`config.mk`:
```
export PLATFORM = sky130hd
export DESIGN_NAME = smlp_top
export DESIGN_NICKNAME = d
export VERILOG_FILES = /design/src/smlp_pkg.sv /design/src/smlp_sync.sv /design/src/smlp_regfile.sv /design/src/smlp_top.sv
export SDC_FILE = /design/constraint.sdc
export NUM_CORES = 1
export LEC_CHECK = 0
export CAP_MARGIN = 20
export CORE_MARGIN = 2
export CORE_UTILIZATION = 57
export DETAILED_ROUTE_END_ITERATION = 16
export DONT_BUFFER_PORTS = 1
export PLACE_DENSITY = 0.75
export SETUP_SLACK_MARGIN = 0.4
export SYNTH_ARGS = -nofsm -noshare
export SYNTH_HDL_FRONTEND = slang
export SYNTH_SLANG_ARGS = --single-unit
```
`constraint.sdc`:
```
create_clock -name mclk -period 1.7 [get_ports mclk]
set_clock_uncertainty 0.05 [all_clocks]
set_input_delay 0 -clock mclk [delete_from_list [all_inputs] [get_ports mclk]]
set_output_delay 0 -clock mclk [all_outputs]
set_load 0.01 [all_outputs]
```
`src/smlp_pkg.sv`:
```
// constants for the always-on supply monitor and low-power control bank
package smlp_pkg;
	localparam logic [7:0] OFF_CTRL = 8'h00;
	localparam logic [7:0] OFF_P0_FL = 8'h04;
	localparam logic [7:0] OFF_P0_EN = 8'h08;
	localparam logic [7:0] OFF_P1_FL = 8'h0c;
	localparam logic [7:0] OFF_P1_EN = 8'h10;
	localparam logic [7:0] OFF_P2_FL = 8'h14;
	localparam logic [7:0] OFF_P2_EN = 8'h18;
	localparam logic [7:0] OFF_P3_FL = 8'h1c;
	localparam logic [7:0] OFF_P3_EN = 8'h20;
	localparam logic [7:0] OFF_USB_FL = 8'h30;
	localparam logic [7:0] OFF_USB_EN = 8'h34;
	localparam logic [7:0] OFF_MEM = 8'h40;
	localparam logic [7:0] OFF_ACK = 8'h44;
	// control register and sub-second counter bit positions
	localparam int BIT_USB = 27;
	localparam int BIT_IOH = 24;
	localparam int BIT_IO = 23;
	localparam int BIT_ANA = 22;
	localparam int BIT_RTC = 21;
	localparam int BIT_CORE = 20;
	localparam int SSEC_TOP = 11;
	localparam int SSEC_ANA = 10;
	localparam int SSEC_RTC = 9;
	localparam int SSEC_CORE = 8;
	localparam logic [31:0] CTRL_RST = 32'h0000_1800;
	localparam logic [31:0] CTRL_WMASK = 32'h0fff_ffff;
	localparam logic [31:0] REG_RST = 32'h0000_0000;
	// supply index order in the trip vectors
	localparam int SUP_CORE = 0;
	localparam int SUP_IO = 1;
	localparam int SUP_IOH = 2;
	localparam int SUP_ANA = 3;
	localparam int SUP_RTC = 4;
	localparam int SUP_USB = 5;
	localparam int NSUP = 6;
endpackage

```
`src/smlp_sync.sv`:
```
// two-flop level synchroniser
module smlp_sync (
	input wire logic mclk,
	input wire logic reset,
	input wire logic din,
	output logic dout
);
	logic s1_q, s1_d, s2_q, s2_d;
	// first stage feeds only the second
	always_comb begin
		s1_d = din;
		s2_d = s1_q;
	end
	always_ff @(posedge mclk) begin
		if (reset) begin
			s1_q <= 1'b0;
			s2_q <= 1'b0;
		end else begin
			s1_q <= s1_d;
			s2_q <= s2_d;
		end
	end
	assign dout = s2_q;
endmodule

```
`src/smlp_regfile.sv`:
```
// word register with write strobe, cleared only by power-on reset
module smlp_regfile #(
	parameter logic [31:0] RST = 32'h0000_0000
) (
	input wire logic mclk,
	input wire logic por,
	input wire logic wr,
	input wire logic [31:0] wdata,
	output logic [31:0] q
);
	logic [31:0] r_q, r_d;
	always_comb begin
		r_d = wr ? wdata : r_q;
	end
	// only power-on reset clears it
	always_ff @(posedge mclk) begin
		if (por) begin
			r_q <= RST;
		end else begin
			r_q <= r_d;
		end
	end
	assign q = r_q;
endmodule

```
`src/smlp_top.sv`:
```
// supply monitor trip handling and always-on low-power register bank
module smlp_top (
	input wire logic mclk,
	input wire logic reset,
	input wire logic [5:0] supply_low,
	input wire logic [5:0] powerfail_low,
	input wire logic [11:0] rtc_subsecond_counter,
	input wire logic bus_sel,
	input wire logic bus_wr,
	input wire logic [7:0] bus_addr,
	input wire logic [31:0] bus_wdata,
	output logic [31:0] bus_rdata,
	output logic [5:0] domain_reset,
	output logic device_por,
	output logic powerfail_irq
);
	logic wr_ctrl, wr_mem, ack_wr, irq_sync, trip_any;
	logic [31:0] ctrl_q, mem_q;
	logic [31:0] fl_q [5];
	logic [31:0] en_q [5];
	logic [7:0] fl_off [5];
	logic [7:0] en_off [5];
	logic [5:0] mon_en;
	logic [5:0] dom_d, dom_q;
	logic por_d, por_q;
	logic warn_d, warn_q;
	logic irq_d, irq_q;
	logic [31:0] rd_d, rd_q;

	assign fl_off = '{smlp_pkg::OFF_P0_FL, smlp_pkg::OFF_P1_FL,
		smlp_pkg::OFF_P2_FL, smlp_pkg::OFF_P3_FL, smlp_pkg::OFF_USB_FL};
	assign en_off = '{smlp_pkg::OFF_P0_EN, smlp_pkg::OFF_P1_EN,
		smlp_pkg::OFF_P2_EN, smlp_pkg::OFF_P3_EN, smlp_pkg::OFF_USB_EN};

	// write strobes; reserved high nibble masked off on write
	assign wr_ctrl = bus_sel && bus_wr && bus_addr == smlp_pkg::OFF_CTRL;
	assign wr_mem = bus_sel && bus_wr && bus_addr == smlp_pkg::OFF_MEM;
	assign ack_wr = bus_sel && bus_wr && bus_addr == smlp_pkg::OFF_ACK;

	// power-on reset is the bank's reset; the device por output does not clear it
	smlp_regfile #(.RST(smlp_pkg::CTRL_RST)) u_ctrl (
		.mclk(mclk),
		.por(reset),
		.wr(wr_ctrl),
		.wdata(bus_wdata & smlp_pkg::CTRL_WMASK),
		.q(ctrl_q)
	);
	smlp_regfile #(.RST(smlp_pkg::REG_RST)) u_mem (
		.mclk(mclk),
		.por(reset),
		.wr(wr_mem),
		.wdata(bus_wdata),
		.q(mem_q)
	);
	// wakeup flag and enable pairs, gpio 0-3 then usb
	genvar g;
	generate
		for (g = 0; g < 5; g++) begin : g_wk
			smlp_regfile #(.RST(smlp_pkg::REG_RST)) u_fl (
				.mclk(mclk),
				.por(reset),
				.wr(bus_sel && bus_wr && bus_addr == fl_off[g]),
				.wdata(bus_wdata),
				.q(fl_q[g])
			);
			smlp_regfile #(.RST(smlp_pkg::REG_RST)) u_en (
				.mclk(mclk),
				.por(reset),
				.wr(bus_sel && bus_wr && bus_addr == en_off[g]),
				.wdata(bus_wdata),
				.q(en_q[g])
			);
		end
	endgenerate

	// a set disable bit turns that monitor off; software should keep zero
	always_comb begin
		mon_en[smlp_pkg::SUP_CORE] = !ctrl_q[smlp_pkg::BIT_CORE];
		mon_en[smlp_pkg::SUP_IO] = !ctrl_q[smlp_pkg::BIT_IO];
		mon_en[smlp_pkg::SUP_IOH] = !ctrl_q[smlp_pkg::BIT_IOH];
		mon_en[smlp_pkg::SUP_ANA] = !ctrl_q[smlp_pkg::BIT_ANA];
		mon_en[smlp_pkg::SUP_RTC] = !ctrl_q[smlp_pkg::BIT_RTC];
		mon_en[smlp_pkg::SUP_USB] = !ctrl_q[smlp_pkg::BIT_USB];
	end

	// trip actions: domain resets, device por, sticky warning
	always_comb begin
		dom_d = supply_low & mon_en;
		por_d = (powerfail_low[smlp_pkg::SUP_CORE]
			&& mon_en[smlp_pkg::SUP_CORE])
			|| (powerfail_low[smlp_pkg::SUP_ANA]
			&& mon_en[smlp_pkg::SUP_ANA])
			|| (powerfail_low[smlp_pkg::SUP_RTC]
			&& mon_en[smlp_pkg::SUP_RTC]);
		trip_any = |dom_d || por_d;
		// a new trip wins over an acknowledge in the same cycle
		warn_d = trip_any || (warn_q && !ack_wr);
		irq_d = irq_sync;
	end

	smlp_sync u_sync (
		.mclk(mclk),
		.reset(reset),
		.din(warn_q),
		.dout(irq_sync)
	);

	// read mux; io, ana, rtc and core disable bits read back sub-second counter bits 11-8
	always_comb begin
		rd_d = 32'h0000_0000;
		if (bus_sel && !bus_wr) begin
			if (bus_addr == smlp_pkg::OFF_CTRL) begin
				rd_d = ctrl_q & smlp_pkg::CTRL_WMASK;
				rd_d[smlp_pkg::BIT_IO] =
					rtc_subsecond_counter[smlp_pkg::SSEC_TOP];
				rd_d[smlp_pkg::BIT_ANA] =
					rtc_subsecond_counter[smlp_pkg::SSEC_ANA];
				rd_d[smlp_pkg::BIT_RTC] =
					rtc_subsecond_counter[smlp_pkg::SSEC_RTC];
				rd_d[smlp_pkg::BIT_CORE] =
					rtc_subsecond_counter[smlp_pkg::SSEC_CORE];
			end else if (bus_addr == smlp_pkg::OFF_MEM) begin
				rd_d = mem_q;
			end else if (bus_addr == smlp_pkg::OFF_ACK) begin
				rd_d = {31'h0, warn_q};
			end
			for (int i = 0; i < 5; i++) begin
				if (bus_addr == fl_off[i]) begin
					rd_d = fl_q[i];
				end
				if (bus_addr == en_off[i]) begin
					rd_d = en_q[i];
				end
			end
		end
	end

	always_ff @(posedge mclk) begin
		if (reset) begin
			dom_q <= 6'h00;
			por_q <= 1'b0;
			warn_q <= 1'b0;
			irq_q <= 1'b0;
			rd_q <= 32'h0000_0000;
		end else begin
			dom_q <= dom_d;
			por_q <= por_d;
			warn_q <= warn_d;
			irq_q <= irq_d;
			rd_q <= rd_d;
		end
	end

	assign bus_rdata = rd_q;
	assign domain_reset = dom_q;
	assign device_por = por_q;
	assign powerfail_irq = irq_q;
endmodule

```
After elaboration in Yosys (flattened, before gate mapping)
Cells that the tools add are included.
{ "op_classes": {"muxes": 13, "bitwise": 2, "n_reduce_logical": 34, "eq_ne": 12} }
{ "op_table": {"columns": ["op", "n"], "rows": [
  ["$mux W32", 12],
  ["$eq A8 B5 Y1 const B", 4],
  ["$eq A8 B6 Y1 const B", 3],
  ["$logic_and A1 B1 Y1", 19],
  ["$eq A8 B4 Y1 const B", 2],
  ["$eq A8 B7 Y1 const B", 2],
  ["$eq A8 B3 Y1 const B", 1],
  ["$logic_not A1 Y1", 8],
  ["$logic_not A8 Y1", 1],
  ["$and A6 B6 Y6", 1],
  ["$reduce_or A6 Y1", 1],
  ["$logic_or A1 B1 Y1", 4],
  ["$reduce_or A2 Y1", 1],
  ["$mux W1", 1],
  ["$not A1 Y1", 1]
]} }
{ "totals": {"reg_bits": 423, "output_inout_bits": 40, "wordCells": 80} }

Logic depth before layout (Yosys ltp)
Gate-level depths: netlist of run 1.
{ "depth": {"ltp_word": 14, "mapped_depth": 10, "mapped_depth_nobuf": 5} }

By module
A second synthesis of run 1 with hierarchy kept.
{ "unflattened": {"hier_cells": 1951, "hier_area_um2": 19317.3} }
{ "modules_own_cells": {"columns": ["module", "cells_each", "instances", "area_per_inst_um2"], "rows": [
  ["smlp_regfile (g_wk[0].u_en ...)", 103, 11, 1163.6],
  ["smlp_top", 711, 1, 5297.6],
  ["smlp_regfile (u_ctrl)", 103, 1, 1167.4],
  ["smlp_sync", 4, 1, 52.6]
]} }

Least setup slack after synthesis of run 1
OpenSTA, ideal clock, no wires.
{ "synth_path": {"kind": "input port to flip-flop", "from": "in bus_addr[7]", "to": "reg rd_q[10] (netlist: bus_rdata[10])", "required_ns": 1.576, "setup_slack_ns": 0.017, "path_buffers": 3, "stages": 8, "arrival_time_ns": 1.558, "setup_ns": 0.074, "cell_sequence": "buf_2 or4_4 buf_6 or3_1 buf_2 o22ai_1 o211ai_1 a31oi_1"} }
{ "synth_between": {"elab_chain_len": 13} }
{ "synth_lines": {"columns": ["element", "line", "source"], "rows": [
  ["start, declared", "smlp_top.sv:10", "input wire logic [7:0] bus_addr,"],
  ["$eq A8 B7 Y1", "smlp_top.sv:122", "end else if (bus_addr == smlp_pkg::OFF_MEM) begin"],
  ["$mux W32", "smlp_top.sv:122", null],
  ["$mux W32", "smlp_top.sv:112", "if (bus_addr == smlp_pkg::OFF_CTRL) begin"],
  ["$mux W32", "smlp_top.sv:128", "if (bus_addr == fl_off[i]) begin"],
  ["$mux W32", "smlp_top.sv:131", "if (bus_addr == en_off[i]) begin"],
  ["$mux W32", "smlp_top.sv:128", null],
  ["$mux W32", "smlp_top.sv:131", null],
  ["$mux W32", "smlp_top.sv:128", null],
  ["$mux W32", "smlp_top.sv:131", null],
  ["$mux W32", "smlp_top.sv:128", null],
  ["$mux W32", "smlp_top.sv:131", null],
  ["$mux W32", "smlp_top.sv:128", null],
  ["$mux W32 *", "smlp_top.sv:131", null],
  ["end signal, assigned", "smlp_top.sv:150", "rd_q <= rd_d;"],
  ["end, declared", "smlp_top.sv:28", "logic [31:0] rd_d, rd_q;"]
]} }
Every way passes the cells marked *; elsewhere a longest branch is shown, timed or not.
A chain may end at the register's enable or synchronous reset.

Final worst setup path of run 1
{ "layout_path": {"from": "reg u_ctrl.r_q[8] (netlist: u_ctrl.q[8])", "to": "reg rd_q[8] (netlist: bus_rdata[8])"} }
{ "layout_between": {"elab_chain_len": 11} }
{ "layout_lines": {"columns": ["element", "line", "source"], "rows": [
  ["start, declared", "smlp_regfile.sv:11", "logic [31:0] r_q, r_d;"],
  ["start signal, assigned", "smlp_regfile.sv:20", "r_q <= r_d;"],
  ["$mux W32", "smlp_top.sv:112", null],
  ["$mux W32", "smlp_top.sv:128", null],
  ["$mux W32", "smlp_top.sv:131", null],
  ["$mux W32", "smlp_top.sv:128", null],
  ["$mux W32", "smlp_top.sv:131", null],
  ["$mux W32", "smlp_top.sv:128", null],
  ["$mux W32", "smlp_top.sv:131", null],
  ["$mux W32", "smlp_top.sv:128", null],
  ["$mux W32", "smlp_top.sv:131", null],
  ["$mux W32", "smlp_top.sv:128", null],
  ["$mux W32", "smlp_top.sv:131", null]
]} }
No other way between the ends.

==> flow_metrics.tcl, run 1 <==
set metrics [dict create \
    drtPass1Iterations 6 \
    grt_pass1_wl_mm 99.3 \
    r2r_cells 6 \
    dp.cells 2686 \
    cts_buffer_depth 3 \
    die-width_um 183 \
    slew_viol_final 0 \
    worstPathCellList "mux2i_1 -> o2bb2ai_1 -> a222oi_1 -> buf_4 -> o211ai_1 -> o221a_2" \
    netSwitchingFraction_pct 21.8 \
    routed_wl_mm 66.4 \
    synthesis.area_um2 18200 \
    layout_commonest_cell "nand2_1" \
    min_path_cells 1 \
    worstPathMaxFanout 2 \
    hold_viol 417 \
    synth.distinct_cells 67 \
    hpwl_mm 40.8 \
    io_buffers 0 \
    internal-power_w 0.0165 \
    fin_nets 2455 \
    power_frac_comb_pct 3.9 \
    dieHeight_um 183 \
    cp.depth 6 \
    ios 108 \
    syn_to_final_growth_pct 19.7 \
    dieArea_um2 33400 \
    period_minus_slack_ps 1610 \
    post_drt_wl_per_cell_um 23.5 \
    cts.clk_slew.worst_paths_ps 60 \
    cellLeakagePower_nw 6.95 \
    status "complete, but fails checks" \
    cts.sinks 423 \
    finalCritPeriodShare_pct 94.8 \
    power_frac_clock_pct 49.1 \
    slowest_delay_ps 320 \
    drv_cap 0 \
    cts_made_buffers 44 \
    fin_cells 2827 \
    critPathKind "register to register" \
    hp-class "input port to register" \
    cts_root_buffer "clkbuf_16" \
    ys_seq_area_share_pct 46.5 \
    cpMaxStageDelayCell "dfxtp_1" \
    hold_slack_ps -546 \
    avgSynthCellArea_um2 7.61 \
    ys.flop_type "dfxtp_1" \
    via_count 18400 \
    power.switching_w 0.00461 \
    worstSetupStartpoint "u_ctrl.q[8]" \
    cts_tree "done" \
    via_per_inst 6.50 \
    setup_tns_ps 0 \
    syn-num-nets 2462 \
    violations "hold timing" \
    cp_top_family "compound AO/OA/AOI/OAI gates" \
    crit_arrival_ps 1990 \
    drt_iter0_drc 2771 \
    slew_headroom_pct 44.0 \
    initial_core_util_pct 57.9 \
    core-area_um2 31500 \
    path_buf_inv 1 \
    synthCells 2394 \
    gp_congestion 0.956 \
    clkLatencyLatePin_ps 570 \
    peakVddDrop_v 0.000875 \
    synth_seq_cells 423 \
    pwr-share-seq_pct 47.0 \
    regToRegSetupSlack_ps 90 \
    setup_viol 0 \
    nFillCells 2425 \
    route.detailed.drc 0 \
    h-tree-depth 2 \
    row_count 65 \
    worst_setup_path_start_kind "register" \
    rsz0062_at_grt "yes" \
    final_cell_mix "809 x nand2_1, 427 x a21oi_1, 394 x dfxtp_1, 102 x buf_4, 47 x dlygate4sd3_1" \
    power_density_nw_per_um2 970 \
    tightest_slew_ps 837 \
    worst-endpoint-required_ps 2080 \
    regToRegStartpoint "u_ctrl.q[8]" \
    endpoint "bus_rdata[8]" \
    fmax_mhz 620 \
    track_usage_pct 38.4 \
    antenna_found_initial 11 \
    yosys_warnings 0 \
    grt_pass1_vias 16700 \
    crit_path_end_kind "register" \
    synthArstFlopShare_pct 0 \
    ant_nets 0 \
    synth_edf_count 0 \
    r2r_end "bus_rdata[8]" \
    grt-ovfl-total 0 \
    drive_gt1_share_pct 16.2 \
    grt_max_degree 394 \
]
per-layer routing:
layer / vias up / track usage (%) / routed length (um)
li1: 8088 / - / -
met1: 8744 / 52.8 / 25800
met2: 1289 / 57.7 / 29000
met3: 232 / 10.5 / 9150
met4: 12 / 14.5 / 2380
met5: - / 0 / 74
through the flow:
stage	util, %	power [W]	area, um2	worst slack, ps
6_report	69.3	0.0212	21800	88.0
2_1_floorplan	-	0.0108	19000	52.7
5_1_grt	69.2	0.0216	21800	51.7
4_1_cts	68.1	0.0211	21400	130
3_5_place_dp	60.9	0.0106	19200	-157
3_3_place_gp	60.9	0.0106	19200	-159
registers in the layout (all words and copies together), names as in the netlist:
register	count
warn_q	1
device_por	1
g_wk.u_fl.q	160
g_wk.u_en.q	160
u_sync.dout	1
bus_rdata	32
u_mem.q	32
u_ctrl.q	28
domain_reset	6
u_sync.s1_q	1
powerfail_irq	1
Yosys cell counts, drive strengths merged, types with 12 or more instances:
cell type,count,area share (%)
o22ai,37,1.3
a211oi,16,0.66
nand3b,13,0.54
clkbuf,150,3.1
a221oi,16,0.77
a31oi,14,0.48
nor2b,18,0.62
mux2i,46,2.5
nand2,822,17
nand3,12,0.33
dfxtp,423,46
a21oi,435,12
o21ai,52,1.4
nor2,43,1.0
buf,76,2.2
a22oi,20,0.82
nand2b,21,0.72
o211ai,24,0.99
nor3,19,0.58
inv,18,0.37
cell type report:
class / instances / area [um2] / area share (%)
multi-input cells: 1727 / 9450 / 43.3
flip-flops and latches: 423 / 8510 / 39.0
repair buffers: 173 / 1700 / 7.79
clock buffers: 62 / 1320 / 6.05
well taps: 402 / 503 / 2.31
clock inverters: 16 / 241 / 1.11
inverters: 18 / 67.6 / 0.310
diodes: 6 / 15.0 / 0.0689
cell families after synthesis:
group           after synthesis  share of synthesized area (%)
simple gates                992                           22.9
mux                          59                           3.52
flops                       423                           46.5
buf+inv                     244                           5.66
compound gates              676                           21.5
worst register-to-register path, delay by kind of cell (launching register included):
family                 cells  cell delay (ps)
AOI/OAI and AO/OA          4              770
buffers and inverters      1              200
DFF                        1              320
muxes                      1              150
power by group through the flow:
| stage | Combinational (W) | Clock, W | Sequential (W) |
|---|---|---|---|
| 4_1_cts | 0.000735 | 0.0104 | 0.00995 |
| 5_1_grt | 0.000837 | 0.0108 | 0.00994 |
| 3_5_place_dp | 0.000454 | 0 | 0.0102 |
| 3_3_place_gp | 0.000449 | 0 | 0.0102 |
| 6_report | 0.000829 | 0.0104 | 0.00994 |
| 2_1_floorplan | 0.000647 | 0 | 0.0102 |
how the worst min path moves through the flow:
stage / start / endpoint
floorplan: bus_wdata[11] / g_wk[2].u_fl.q[11]
global placement: reset / g_wk[3].u_fl.q[15]
global route: reset / g_wk[3].u_fl.q[20]
CTS: reset / g_wk[4].u_en.q[19]
finish: reset / g_wk[3].u_fl.q[19]
detailed placement: reset / g_wk[3].u_fl.q[15]
repair_timing:
item,4_1_cts,5_1_grt
endpoints found under the hold margin,423,417
endpoints found under the setup margin,23,153
buffers inserted,3,6
pin swaps,49,55
resized for setup,61,70
hold buffers,43,6
(Power assumes the default switching activity.)
==> run 2: changes to the inputs <==
Settings changed: REMOVE_ABC_BUFFERS from default to 1.
==> run 2 against run 1 <==
The flow still finishes with violations (hold timing). Clock power down 7%. Power shrank 3.5%. Worst hold slack gained 21 ps. Combinational power decreased by 4.7%. Count of clock-buffer cells in the layout is 6 higher. Critical path depth stayed put. Via count is 0.11% higher. Global-route usage increased by 1.2 points. Register-to-register slack better by 130 ps. Critical path type is now input port to register. Largest power group is now registers.
==> flow_metrics.tcl, run 2 (synthesis results as in run 1) <==
set metrics [dict create \
    status "complete, but fails checks" \
    violations "hold timing" \
    die-width_um 183 \
    cts_made_buffers 44 \
    crit_path_end_kind "register" \
    post_drt_wl_per_cell_um 24.0 \
    worstPathCellList "nor3b_2 -> dlygate4sd3_1 -> buf_12 -> o21ai_0 -> a31o_2 -> a31oi_1" \
    initial_core_util_pct 57.9 \
    hold_viol 308 \
    final_cell_mix "821 x nand2_1, 432 x a21oi_1, 410 x dfxtp_1, 103 x buf_4, 49 x dlygate4sd3_1" \
    power_density_nw_per_um2 958 \
    syn_to_final_growth_pct 16.9 \
    pwr-share-seq_pct 48.7 \
    slew_viol_final 0 \
    slew_headroom_pct 23.8 \
    hpwl_mm 40.6 \
    internal-power_w 0.0158 \
    peakVddDrop_v 0.000840 \
    power_frac_comb_pct 3.9 \
    fin_ws_ps 131 \
    dp.cells 2698 \
    drv_cap 0 \
    via_count 18400 \
    drive_gt1_share_pct 11.9 \
    cts_root_buffer "clkbuf_16" \
    critPathKind "input port to register" \
    crit_arrival_ps 1990 \
    cp_top_family "buffers and inverters" \
    grt_pass1_wl_mm 101 \
    cpMaxStageDelayCell "dlygate4sd3_1" \
    tightest_slew_ps 1140 \
    cellLeakagePower_nw 6.86 \
    rsz0062_at_grt "yes" \
    grt_pass1_vias 17000 \
    worstPathMaxFanout 393 \
    finalCritPeriodShare_pct 92.3 \
    routed_wl_mm 68.0 \
    dieArea_um2 33400 \
    core-area_um2 31500 \
    cts.clk_slew.worst_paths_ps 60 \
    path_buf_inv 2 \
    cts.sinks 423 \
    via_per_inst 6.49 \
    worst-endpoint-required_ps 2120 \
    pre_cts_slack_ps -145 \
    io_buffers 0 \
    layout_commonest_cell "nand2_1" \
    post_dp_cell_area_um2 19100 \
    setup_viol 0 \
    grt_max_degree 394 \
    hold_slack_ps -524 \
    netSwitchingFraction_pct 22.3 \
    row_count 65 \
    fin_nets 2465 \
    final_util_pct 67.7 \
    hp-class "input port to register" \
    cts_tree "done" \
    antenna_found_initial 4 \
    final_area_um2 21300 \
    nFillCells 2548 \
    route.detailed.drc 0 \
    power_frac_clock_pct 47.4 \
    power.switching_w 0.00456 \
    fin_cells 2834 \
    worst_setup_path_start_kind "input port" \
    track_usage_pct 39.6 \
    slowest_delay_ps 630 \
    ant_nets 0 \
    period_minus_slack_ps 1570 \
    grt-ovfl-total 0 \
    drt_iter0_drc 2834 \
    dieHeight_um 183 \
    h-tree-depth 2 \
    gp_congestion 0.923 \
    drtPass1Iterations 6 \
    clkLatencyLatePin_ps 560 \
    ios 108 \
    cts_buffer_depth 3 \
    fmax_mhz 637 \
]
[run 2: power groups by stage]
| stage | registers [W] | clock network, W | logic (W) |
|---|---|---|---|
| finish | 0.00995 | 0.00967 | 0.000790 |
| detailed placement | 0.0102 | 0 | 0.000453 |
| floorplan | 0.0102 | 0 | 0.000249 |
| global route | 0.00994 | 0.0101 | 0.000804 |
| global placement | 0.0102 | 0 | 0.000450 |
| CTS | 0.00995 | 0.00964 | 0.000696 |
[run 2: path summary, 6_finish.rpt]
path	from	endpoint	slack, ps	cells after the start
worst min-delay path	reset	g_wk[0].u_fl.q[5]	-520	1
worst max register to register	g_wk[0].u_en.q[8]	bus_rdata[8]	220	5
worst max-delay path	reset	bus_rdata[16]	130	6
worst min register to register	g_wk[0].u_fl.q[5]	g_wk[0].u_fl.q[5]	400	2
[run 2: layer usage]
layer  track usage, %  wire length [um]
met2             60.9             29700
met3             8.56              8880
met1             52.3             25300
met4             20.9              4140
met5                0                13
[run 2: layout make-up]
cell class | instances | area, um2 | share of cell area [%]
well taps | 402 | 503 | 2.36
clock buffers | 68 | 1310 | 6.16
diodes | 2 | 5.00 | 0.0235
repair buffers | 183 | 1860 | 8.73
inverters | 18 | 67.6 | 0.317
clock inverters | 11 | 115 | 0.540
flip-flops and latches | 423 | 8480 | 39.8
multi-input cells | 1727 | 8950 | 42.0
[run 2: through the flow]
stage	TNS, ps	total power (W)
2_1_floorplan	-196400	0.0104
3_3_place_gp	-2530	0.0106
3_5_place_dp	-2670	0.0106
4_1_cts	0	0.0203
5_1_grt	0	0.0208
6_report	0	0.0204
[run 2: what timing repair did]
item,4_1_cts,5_1_grt
endpoints found under the hold margin,423,413
resized for setup,15,41
pin swaps,13,17
hold buffers,47,5
endpoints found under the setup margin,8,52
gates cloned,0,0
setup buffers,1,2
